<file path="src/tfm_params.svh">
// Purpose: Constants for the time-of-flight measurement sequencer.
// Assumes: Register addresses are 6-bit serial-port addresses.
// Notes:   Offsets, field positions, reset values and timing counts.
`ifndef TFM_PARAMS_SVH
`define TFM_PARAMS_SVH

// ----------------------------------------
// Register addresses
// ----------------------------------------
`define TFM_ADDR_CONFIG      6'h00
`define TFM_ADDR_STATUS      6'h01
`define TFM_ADDR_MEAS_RESULT 6'h10
`define TFM_ADDR_FIRST_CAL   6'h1B
`define TFM_ADDR_SECOND_CAL  6'h1C

// ----------------------------------------
// Field positions
// ----------------------------------------
`define TFM_CFG_START_BIT    0
`define TFM_STS_BUSY_BIT     0
`define TFM_STS_DONE_BIT     1
`define TFM_STS_OVF_BIT      2
`define TFM_PARITY_BIT       23
`define TFM_VALUE_MSB        22

// ----------------------------------------
// Reset values
// ----------------------------------------
`define TFM_RESULT_RESET     24'h000000

// ----------------------------------------
// Serial frame layout
// ----------------------------------------
`define TFM_CMD_BITS         5'h08
`define TFM_WR_LAST_BIT      5'h0F
`define TFM_CMD_WRITE_BIT    6

// ----------------------------------------
// Timing
// ----------------------------------------
`define TFM_CLK_PERIOD_PS    5000
`define TFM_TRIG_PULSE_NS    20
`define TFM_TRIG_CYCLES      ((`TFM_TRIG_PULSE_NS * 1000 + `TFM_CLK_PERIOD_PS - 1) / `TFM_CLK_PERIOD_PS)
`define TFM_CAL2_PERIODS     10

`endif

</file>
<file path="src/tfm_pkg.sv">
// Purpose: Types shared by the measurement sequencer files.
// Assumes: 23-bit results with one parity bit on top.
// Notes:   State of tfm_par_reg and tfm_seq_top is one packed struct each.
package tfm_pkg;

  // ----------------------------------------
  // Result word and sequencer states
  // ----------------------------------------
  typedef struct packed {
    logic        parity;
    logic [22:0] value;
  } tfm_word_t;

  typedef enum logic [2:0] {
    TFM_IDLE,
    TFM_TRIGGER,
    TFM_WAIT_START,
    TFM_COUNT,
    TFM_CAL_SYNC,
    TFM_CAL_FIRST,
    TFM_CAL_SECOND
  } tfm_state_t;

  // ----------------------------------------
  // Whole-module state records
  // ----------------------------------------
  typedef struct packed {
    tfm_word_t word;
  } tfm_preg_st_t;

  typedef struct packed {
    tfm_state_t  state;
    logic [7:0]  trig_cnt;
    logic [22:0] meas_cnt;
    logic [22:0] cal_cnt;
    logic [7:0]  ref_periods;
    logic        start_prev;
    logic        stop_prev;
    logic        ref_prev;
    logic        sclk_prev;
    logic [4:0]  bit_cnt;
    logic [7:0]  rx;
    logic [5:0]  addr;
    logic        wr;
    logic [23:0] tx;
    logic        done;
    logic        ovf;
    logic        trigger;
  } tfm_main_st_t;

endpackage : tfm_pkg

</file>
<file path="src/tfm_par_reg.sv">
// Purpose: Read-only result word with parity over its 23 value bits.
// Assumes: Load is a one-cycle strobe from the sequencer.
// Notes:   Parity is even: the XOR of all 24 bits is zero.
`timescale 1ns/1ps
`include "tfm_params.svh"

module tfm_par_reg
  import tfm_pkg::*;
(
  // Clock and reset
  input  wire logic        clk_in,
  input  wire logic        rst_n_in,
  // Load side
  input  wire logic        load_in,
  input  wire logic [22:0] value_in,
  // Stored word
  output tfm_word_t        word_out
);

  tfm_preg_st_t st;
  tfm_preg_st_t next_st;

  // ----------------------------------------
  // Load with fresh parity
  // ----------------------------------------
  always_comb begin
    next_st = st;
    if (load_in) begin
      next_st.word.value  = value_in;
      next_st.word.parity = ^value_in;
    end
  end

  // Cleared word after reset
  always_ff @(posedge clk_in or negedge rst_n_in) begin
    if (!rst_n_in) begin
      st <= `TFM_RESULT_RESET;
    end else begin
      st <= next_st;
    end
  end

  assign word_out = st.word;

endmodule : tfm_par_reg

</file>
<file path="src/tfm_seq_top.sv">
// Purpose: Time-of-flight sequence with calibration and serial register access.
// Assumes: All pins synchronous to clk_in; serial port is mode 0, MSB first.
// Notes:   Frame is one command byte (bit 6 write, bits 5..0 address),
//          then 8 write bits or 24 read bits.
`timescale 1ns/1ps
`include "tfm_params.svh"

// Behaviour
// - First calibration result is read-only: parity bit 23, value 22..0, zero at reset.
// - Second calibration result, read-only at 1Ch, same layout, zero at reset.
// - Start command makes a pulse on the trigger output to the front end.
// - Counting begins when a start pulse arrives from the front end.
// - Stop pulse halts the counter, then calibration runs before any result.
// - After calibration the captured count is published as the readable result.
// - Interval runs from start rising edge to stop rising edge.
module tfm_seq_top
  import tfm_pkg::*;
#(
  parameter int TRIG_CYCLES  = `TFM_TRIG_CYCLES,
  parameter int CAL2_PERIODS = `TFM_CAL2_PERIODS
)
(
  // Clock and reset
  input  wire logic clk_in,
  input  wire logic rst_n_in,
  // Serial host port
  input  wire logic sclk_in,
  input  wire logic cs_n_in,
  input  wire logic sdi_in,
  output logic      sdo_out,
  // Front end
  output logic      trigger_out,
  input  wire logic start_in,
  input  wire logic stop_in,
  // Calibration reference
  input  wire logic ref_clk_in
);

  localparam logic [22:0] CNT_MAX = 23'h7FFFFF;

  tfm_main_st_t st;
  tfm_main_st_t next_st;
  tfm_word_t    meas_word;
  tfm_word_t    first_cal_word;
  tfm_word_t    second_cal_word;
  logic         ld_meas;
  logic         ld_first;
  logic         ld_second;
  logic [22:0]  first_val;
  logic [22:0]  second_val;
  logic [23:0]  rd_data;
  logic         sclk_rise;
  logic         sclk_fall;
  logic         start_rise;
  logic         stop_rise;
  logic         ref_rise;
  logic         start_cmd;
  logic         busy;

  // ----------------------------------------
  // Edge detection on synchronous pins
  // ----------------------------------------
  assign sclk_rise  = !cs_n_in && sclk_in && !st.sclk_prev;
  assign sclk_fall  = !cs_n_in && !sclk_in && st.sclk_prev;
  assign start_rise = start_in && !st.start_prev;
  assign stop_rise  = stop_in && !st.stop_prev;
  assign ref_rise   = ref_clk_in && !st.ref_prev;
  assign busy       = (st.state != TFM_IDLE);

  // Read multiplexer; unmapped addresses read zero
  always_comb begin
    rd_data = 24'h000000;
    unique case (st.addr)
      `TFM_ADDR_STATUS: begin
        rd_data[`TFM_STS_BUSY_BIT] = busy;
        rd_data[`TFM_STS_DONE_BIT] = st.done;
        rd_data[`TFM_STS_OVF_BIT]  = st.ovf;
      end
      `TFM_ADDR_MEAS_RESULT: rd_data = meas_word;
      `TFM_ADDR_FIRST_CAL:   rd_data = first_cal_word;
      `TFM_ADDR_SECOND_CAL:  rd_data = second_cal_word;
      default:               rd_data = 24'h000000;
    endcase
  end

  // ----------------------------------------
  // Next-state logic
  // ----------------------------------------
  always_comb begin
    next_st            = st;
    next_st.sclk_prev  = sclk_in;
    next_st.start_prev = start_in;
    next_st.stop_prev  = stop_in;
    next_st.ref_prev   = ref_clk_in;
    ld_meas            = 1'b0;
    ld_first           = 1'b0;
    ld_second          = 1'b0;
    first_val          = st.cal_cnt;
    second_val         = st.cal_cnt;
    start_cmd          = 1'b0;

    // Serial frame: deselect restarts the bit count
    if (cs_n_in) begin
      next_st.bit_cnt = 5'h00;
    end else if (sclk_rise) begin
      next_st.rx = {st.rx[6:0], sdi_in};
      if (st.bit_cnt != 5'h1F) begin
        next_st.bit_cnt = st.bit_cnt + 5'h01;
      end
      if (st.bit_cnt == `TFM_CMD_BITS - 5'h01) begin
        next_st.addr = {st.rx[4:0], sdi_in};
        next_st.wr   = st.rx[`TFM_CMD_WRITE_BIT - 1];
      end
      if (st.wr && st.bit_cnt == `TFM_WR_LAST_BIT) begin
        // Start is self-clearing, so it is a strobe rather than a stored bit
        if (st.addr == `TFM_ADDR_CONFIG && sdi_in) begin
          start_cmd = 1'b1;
        end
        if (st.addr == `TFM_ADDR_STATUS && st.rx[`TFM_STS_DONE_BIT - 1]) begin
          next_st.done = 1'b0;
        end
      end
    end else if (sclk_fall) begin
      if (st.bit_cnt == `TFM_CMD_BITS && !st.wr) begin
        next_st.tx = rd_data;
      end else begin
        next_st.tx = {st.tx[22:0], 1'b0};
      end
    end

    // Measurement sequence
    unique case (st.state)
      TFM_IDLE: begin
        next_st.trigger = 1'b0;
        if (start_cmd) begin
          next_st.state    = TFM_TRIGGER;
          next_st.trigger  = 1'b1;
          next_st.trig_cnt = 8'h00;
          next_st.done     = 1'b0;
          next_st.ovf      = 1'b0;
        end
      end
      TFM_TRIGGER: begin
        next_st.trig_cnt = st.trig_cnt + 8'h01;
        if (st.trig_cnt == 8'(TRIG_CYCLES - 1)) begin
          next_st.trigger = 1'b0;
          next_st.state   = TFM_WAIT_START;
        end
      end
      TFM_WAIT_START: begin
        if (start_rise) begin
          next_st.meas_cnt = 23'h000001;
          next_st.state    = TFM_COUNT;
        end
      end
      TFM_COUNT: begin
        if (stop_rise) begin
          next_st.state = TFM_CAL_SYNC;
        end else if (st.meas_cnt == CNT_MAX) begin
          next_st.ovf = 1'b1;
        end else begin
          next_st.meas_cnt = st.meas_cnt + 23'h000001;
        end
      end
      TFM_CAL_SYNC: begin
        // Align calibration window to a reference edge
        if (ref_rise) begin
          next_st.cal_cnt = 23'h000000;
          next_st.state   = TFM_CAL_FIRST;
        end
      end
      TFM_CAL_FIRST: begin
        if (ref_rise) begin
          ld_first            = 1'b1;
          next_st.cal_cnt     = 23'h000000;
          next_st.ref_periods = 8'h01;
          next_st.state       = TFM_CAL_SECOND;
        end else if (st.cal_cnt != CNT_MAX) begin
          next_st.cal_cnt = st.cal_cnt + 23'h000001;
        end
      end
      TFM_CAL_SECOND: begin
        if (ref_rise && st.ref_periods == 8'(CAL2_PERIODS)) begin
          ld_second     = 1'b1;
          ld_meas       = 1'b1;
          next_st.done  = 1'b1;
          next_st.state = TFM_IDLE;
        end else begin
          if (ref_rise) begin
            next_st.ref_periods = st.ref_periods + 8'h01;
          end
          if (st.cal_cnt != CNT_MAX) begin
            next_st.cal_cnt = st.cal_cnt + 23'h000001;
          end
        end
      end
    endcase
  end

  // State register
  always_ff @(posedge clk_in or negedge rst_n_in) begin
    if (!rst_n_in) begin
      st       <= '0;
      st.state <= TFM_IDLE;
    end else begin
      st <= next_st;
    end
  end

  // ----------------------------------------
  // Result words with parity
  // ----------------------------------------
  tfm_par_reg u_meas (
    .clk_in   (clk_in),
    .rst_n_in (rst_n_in),
    .load_in  (ld_meas),
    .value_in (st.meas_cnt),
    .word_out (meas_word)
  );

  tfm_par_reg u_first_cal (
    .clk_in   (clk_in),
    .rst_n_in (rst_n_in),
    .load_in  (ld_first),
    .value_in (first_val),
    .word_out (first_cal_word)
  );

  tfm_par_reg u_second_cal (
    .clk_in   (clk_in),
    .rst_n_in (rst_n_in),
    .load_in  (ld_second),
    .value_in (second_val),
    .word_out (second_cal_word)
  );

  // Outputs straight from flops
  assign sdo_out     = st.tx[23];
  assign trigger_out = st.trigger;

endmodule : tfm_seq_top

</file>
<file path="config.mk">
export PLATFORM = sky130hd
export DESIGN_NAME = tfm_seq_top
export DESIGN_NICKNAME = d
export VERILOG_FILES = /design/src/tfm_pkg.sv /design/src/tfm_par_reg.sv /design/src/tfm_seq_top.sv
export VERILOG_INCLUDE_DIRS = /design/src
export SDC_FILE = /design/constraint.sdc
export NUM_CORES = 1
export LEC_CHECK = 0
export ABC_AREA = 1
export BUFFER_PORTS_ARGS = -buffer_cell sky130_fd_sc_hd__buf_2
export CORE_MARGIN = 8
export CORE_UTILIZATION = 65
export DETAILED_ROUTE_END_ITERATION = 16
export PLACE_DENSITY = 0.82
export SKIP_CTS_REPAIR_TIMING = 1
export SLEW_MARGIN = 20
export SYNTH_ARGS = -nofsm -noshare
export SYNTH_HDL_FRONTEND = slang
export SYNTH_SLANG_ARGS = --single-unit
</file>
<file path="constraint.sdc">
create_clock -name clk_in -period 3.7 [get_ports clk_in]
set_input_delay 0.925 -clock clk_in [delete_from_list [all_inputs] [get_ports clk_in]]
set_output_delay 0.925 -clock clk_in [all_outputs]
set_load 0.005 [all_outputs]
</file>
# Yosys cells after proc, flatten, opt, wreduce, memory -nomap -nowiden
# Cells that the tools add are included.
dict set report word_totals {
  ff_bits 188
  romBits 0
  ramBits 0
  word_cells 150
  n_memories 0
  out_inout_bits 2
  latch_bits 0
}
dict set report op_classes {
  add_sub_neg 5
  n_eq_ne 30
  n_reduce_logical 42
  n_lt_le_gt_ge 0
  shift 0
  n_mul 0
  mux 48
  bitwise_logic 2
  div 0
}
# cell n
set ops {}
lappend ops {{23-bit two-way mux} 6}
lappend ops {{23-bit one-hot mux with 3 select lines} 1}
lappend ops {{21-bit one-hot mux with 3 select lines} 1}
lappend ops {{23-bit by 1-bit adder with 23-bit output, second input constant} 2}
lappend ops {{23-bit one-hot mux with 2 select lines} 1}
lappend ops {{23-bit XOR reduction} 2}
lappend ops {{8-bit one-hot mux with 2 select lines} 2}
lappend ops {{31-bit two-way mux} 1}
lappend ops {{24-bit two-way mux} 1}
lappend ops {{2-bit inequality test, second input constant} 12}
lappend ops {{23-bit equality test, second input constant} 1}
lappend ops {{23-bit inequality test, second input constant} 1}
lappend ops {{3-bit two-way mux} 7}
lappend ops {{3-bit one-hot mux with 7 select lines} 1}
lappend ops {{20-bit two-way mux} 1}
lappend ops {{6-bit by 5-bit equality test with 1-bit output, second input constant} 3}
lappend ops {{8-bit by 1-bit adder with 8-bit output, second input constant} 2}
lappend ops {{1-bit two-way mux} 16}
lappend ops {{8-bit two-way mux} 2}
lappend ops {{1-bit logical AND} 12}
lappend ops {{3-bit one-hot mux with 4 select lines} 1}
lappend ops {{4-bit AND reduction} 3}
lappend ops {{2-bit nonzero test} 6}
lappend ops {{11-bit two-way mux} 1}
lappend ops {{other kinds (21)} 41}

# Logic depth before layout (Yosys ltp)
dict set report logic_depth {
  ltp_word 8
  ltp_mapped 12
  ltp_nobuf 12
}

# Modules after synthesis
# From an unflattened synthesis, not the netlist that was laid out.
dict set report unflattened {
  hier_cells 1611
  area_unflattened_um2 11073.1
}
# mod instances cells_each area_each_um2
set modules_own_cells {}
lappend modules_own_cells {tfm_seq_top 1 1002 7015.5}
lappend modules_own_cells {tfm_par_reg 3 203 1352.5}

# Worst setup path after synthesis
# OpenSTA, ideal clock, no wires.
dict set report synth_path {
  path_kind {input to register}
  from {input ref_clk_in}
  to {register st, in the netlist first_val[0]}
  path_slack_ns 1.725
  t_required_ns 3.575
  arrival_ns 1.850
  path_stages 6
  cell_sequence {nand2_1 -> a21oi_4 -> nand3_4 -> buf_2 -> o21ai_0 -> a21oi_1}
}
dict set report synth_via {
  elab_chain_len 4
}
# element line_no
set synth_rtl {}
lappend synth_rtl {{start, declared} tfm_seq_top.sv:36} ;# input wire logic ref_clk_in
lappend synth_rtl {{1-bit logical AND *} tfm_seq_top.sv:67} ;# assign ref_rise = ref_clk_in && !st.ref_prev;
lappend synth_rtl {{1-bit logical AND} tfm_seq_top.sv:183} ;# if (ref_rise && st.ref_periods == 8'(CAL2_PERIODS)) begin
lappend synth_rtl {{2-bit inequality test (no source line)} -}
lappend synth_rtl {{3-bit AND reduction (no source line)} -}
lappend synth_rtl {{end signal, assigned} tfm_seq_top.sv:206} ;# st <= next_st;
lappend synth_rtl {{end, declared} tfm_seq_top.sv:41} ;# tfm_main_st_t st;
# Every way passes the cells marked *; elsewhere a longest branch is shown, timed or not.
# A chain may end at the register's enable or synchronous reset.

# Final worst setup path
dict set report layout_path {
  from {register st[82] (netlist name)}
  to {register st[96] (netlist name)}
}
dict set report layout_via {
  elab_chain_len 4
}
# element line_no
set layout_rtl {}
lappend layout_rtl {{23-bit by 1-bit adder with 23-bit output} tfm_seq_top.sv:162} ;# next_st.meas_cnt = st.meas_cnt + 23'h000001;
lappend layout_rtl {{23-bit two-way mux} tfm_seq_top.sv:159} ;# end else if (st.meas_cnt == CNT_MAX) begin
lappend layout_rtl {{23-bit two-way mux} tfm_seq_top.sv:157} ;# if (stop_rise) begin
lappend layout_rtl {{23-bit one-hot mux with 2 select lines} tfm_seq_top.sv:132} ;# unique case (st.state)
# Parallel ways exist; a longest one is shown, timed or not. The select of a mux whose other input is x is not followed.

==> summary.md <==
| Metric | Value |
|---|---|
| Outcome | completed |
| IO buf count | 9 |
| Post-synthesis sequential area ratio | 0.461 |
| Mapped cell area | 10,100 µm² |
| Most Frequent Cell on Critical Path | nand2_1 |
| Routed wire length | 24,100 µm |
| CP max stage delay | 700 ps |
| Fmax | 392 MHz |
| Avg Cell Area, Syn | 7.60 µm² |
| Post-Syn Nets | 1,365 |
| Hpwl dp | 17,000 µm |
| Worst EP arrival | 2860 ps |
| Flops & latches, synth | 186 |
| GRT Total Usage | 0.258 |
| Detailed Routing Iterations Pass 1 | 7 |
| DP Worst Slack | 922 ps |
| Lkg Pwr | 5.20 nW |
| N_diodes | 0 |
| WP data required | 4010 ps |
| Placeable Area | 15,200 µm² |
| H-tree depth | 4 |
| CP endpoint kind | flip-flop |
| Worst-case vdd ir drop | 342 µV |
| Post-synth cell types | 41 |
| Yosys warning total | 0 |
| Final hold violations | 0 |
| Via density | 5.75 |
| M3 GR Usage | 0.0537 |
| Final period utilization | 0.690 |
| Fraction of layout cells with a size suffix above 1 | 0.0554 |
| Setup crit start kind | flip-flop |
| Final TNS setup | 0 ps |
| Syn-to-layout area delta | 7.09% |
| Largest net degree at the start of global routing | 83 |
| Gr ovfl total | 0 |
| Worst Tran Pin Value | 870 ps |
| Routability Congestion | 0.889 |
| CP Cell Sequence | ha_1, nand2_1, nor2_4, nand2_1, nor2_1, a21oi_2, inv_2, nand2_1, o21ai_0 |
| Iter 0 DRT Violations | 936 |
| Busiest layer in global routing | met2 |
| CTS max path bufs | 2 |
| IO Count | 10 |
| Critical path fanouts, max | 25 |
| Clock sink count | 186 |
| Vias | 8,758 |
| Die Y | 141 µm |
| Post-synthesis instance total | 1,328 |
| First-pass GRT wire length | 41,500 µm |
| PwrDens | 504 nW/µm² |
| Initial Util | 0.664 |
| Hold Path Class | reg -> reg |
| Met2 Track Usage GR | 0.409 |
| Critical path class | reg -> reg |
| GR Layer Usage met1 | 0.352 |
| Clk root buf | clkbuf_16 |
| RSZ-0062 raised after global routing | false |
| Clock skew | 13.2 ps |
| Worst-path clk slew | 70 ps |
| Max cap viols | 0 |
| Slew headroom | 0.420 |
| Min Tclk post-route | 2550 ps |
| Nets@finish | 1,359 |
| Routed len/inst | 15.8 µm |
| FP Rows | 45 |
| Drt drc | 0 |
| CTS Buf Count | 17 |
| Final setup vio count | 0 |
| Initial antenna violation count | 0 |
| Die width | 141 µm |
| Clk Latency, worst-skew pair | 440 ps |
| Post-route setup slack | 1150 ps |
| CTS tree | yes |
| Antenna Nets Post-Route | 0 |
| Slew Limit Fails | 0 |
| Vias in the first global route | 8,253 |
| Die area | 19,800 µm² |
| Critical path's slowest cell | a21oi_2 |
metal layers:
metal | vias to the layer above | part of all wire | routed length, µm
met3 | 38 | 0.070 | 1680
met1 | 4123 | 0.44 | 10600
met2 | 339 | 0.47 | 11300
met4 | 0 | 0.020 | 475
met5 | - | 0 | 0
li1 | 4258 | - | -
state kept, by name (all words and copies together), names as in the netlist:
name	count
st	89
u_first_cal.word_out	24
u_meas.word_out	24
u_second_cal.word_out	24
first_val	23
sdo_out	1
trigger_out	1
power breakdown:
part,switching (W),internal [W],leakage [nW]
Clock,0.000831,0.000948,0.275
Combinational,0.000813,0.000377,2.45
Sequential,0.000190,0.00229,2.48
Total,0.00183,0.00362,5.20
final timing paths:
| check | startpoint | end | slack, ps | cells after the start |
|---|---|---|---|---|
| max | st[82]$_DFFE_PN0P_ | st[96]$_DFFE_PN0P_ | 1150 | 9 |
| min | st[14]$_DFFE_PN0P_ | st[14]$_DFFE_PN0P_ | 480 | 2 |
| max reg2reg | st[82]$_DFFE_PN0P_ | st[96]$_DFFE_PN0P_ | 1150 | 9 |
| min reg2reg | st[14]$_DFFE_PN0P_ | st[14]$_DFFE_PN0P_ | 480 | 2 |
| max in group asynchronous | rst_n_in | st[45]$_DFFE_PN0P_ | 2240 | 2 |
| min in group asynchronous | rst_n_in | st[49]$_DFF_PN0_ | 510 | 1 |
synth_stat cells:
master | n | area share
nand2_1 | 393 | 0.15
dfrtp_1 | 186 | 0.46
o21ai_0 | 153 | 0.076
inv_1 | 142 | 0.053
nor2_1 | 126 | 0.047
nand3_1 | 87 | 0.043
ha_1 | 29 | 0.036
nand4_1 | 28 | 0.017
a21oi_1 | 22 | 0.011
xor2_1 | 22 | 0.019
clkbuf_1 | 19 | 0.0071
nor3_1 | 17 | 0.0084
xnor2_1 | 17 | 0.015
buf_2 | 16 | 0.0079
o21ai_1 | 13 | 0.0064
o31ai_1 | 7 | 0.0052
a21boi_0 | 6 | 0.0045
inv_2 | 5 | 0.0019
nor2_2 | 5 | 0.0031
nand3b_1 | 4 | 0.0030
buf_4 | 3 | 0.0022
buf_6 | 3 | 0.0033
nand2_2 | 3 | 0.0019
nor2_4 | 3 | 0.0033
nand3_4 | 2 | 0.0035
o211ai_1 | 2 | 0.0015
a211oi_1 | 1 | 0.00074
a21oi_2 | 1 | 0.00087
a21oi_4 | 1 | 0.0016
buf_1 | 1 | 0.00037
clkbuf_2 | 1 | 0.00050
clkinv_1 | 1 | 0.00037
mux2i_1 | 1 | 0.00099
nand2_4 | 1 | 0.0011
nand3_2 | 1 | 0.00099
nor3_2 | 1 | 0.00099
nor3_4 | 1 | 0.0016
o21a_1 | 1 | 0.00074
o21ai_2 | 1 | 0.00087
o21bai_1 | 1 | 0.00074
or2_2 | 1 | 0.00062
critical path: cells and delay by family, from the launching register on:
kind / cells / cell delay [ps]
buffers and inverters: 1 / 330
AND/OR/NAND/NOR: 5 / 610
AO/OA/AOI/OAI: 2 / 780
flip-flops: 1 / 430
adder cells (fa/ha/maj): 1 / 280
logic make-up (layout without fill, tap and decap cells):
kind of cell    count (synthesis)  in the layout  share of synthesized area
fa+ha+maj                      29             29                     0.0359
compound gates                209            209                      0.110
xor+xnor                       39             39                     0.0338
flops                         186            186                      0.461
simple gates                  673            673                      0.282
buf+inv                       191            198                     0.0765
mux                             1              1                   0.000991
layout by cell type (no fill, tap or decap), types with 2 or more instances in the layout:
cell,synthesis,layout
inv_6,0,9
inv_1,142,142
a21boi_0,6,6
o21ai_0,153,153
buf_4,3,8
inv_2,5,5
nand3b_1,4,4
nor2_2,5,5
o31ai_1,7,7
o211ai_1,2,2
clkbuf_1,19,2
nand3_4,2,2
buf_2,16,8
clkbuf_16,0,17
xor2_1,22,22
nor2_1,126,126
nor3_1,17,17
nor2_4,3,3
nand3_1,87,87
o21ai_1,13,13
dfrtp_1,186,186
xnor2_1,17,17
nand4_1,28,28
nand2_1,393,393
ha_1,29,29
nand2_2,3,3
a21oi_1,22,22
through the flow:
stage                     hold WS [ps]  instances  power, W   util  instance area [µm²]
after floorplan                    449       1328   0.00342      -                10100
final                              482       1523   0.00545  0.711                10800
after global placement             462       1491   0.00363  0.674                10200
after detailed placement           466       1491   0.00369  0.674                10200
after global routing               513       1523   0.00575  0.711                10800
after CTS                          484       1523   0.00545  0.711                10800
final cells by class:
type | count | area, µm²
multi-input cells | 951 | 4670
flip-flops and latches | 186 | 4650
fillers | 1203 | 4390
inverters | 148 | 556
clock buffers | 19 | 433
well taps | 188 | 235
repair buffers | 18 | 134
clock inverters | 13 | 130
Power figures use the tool's default switching activity.
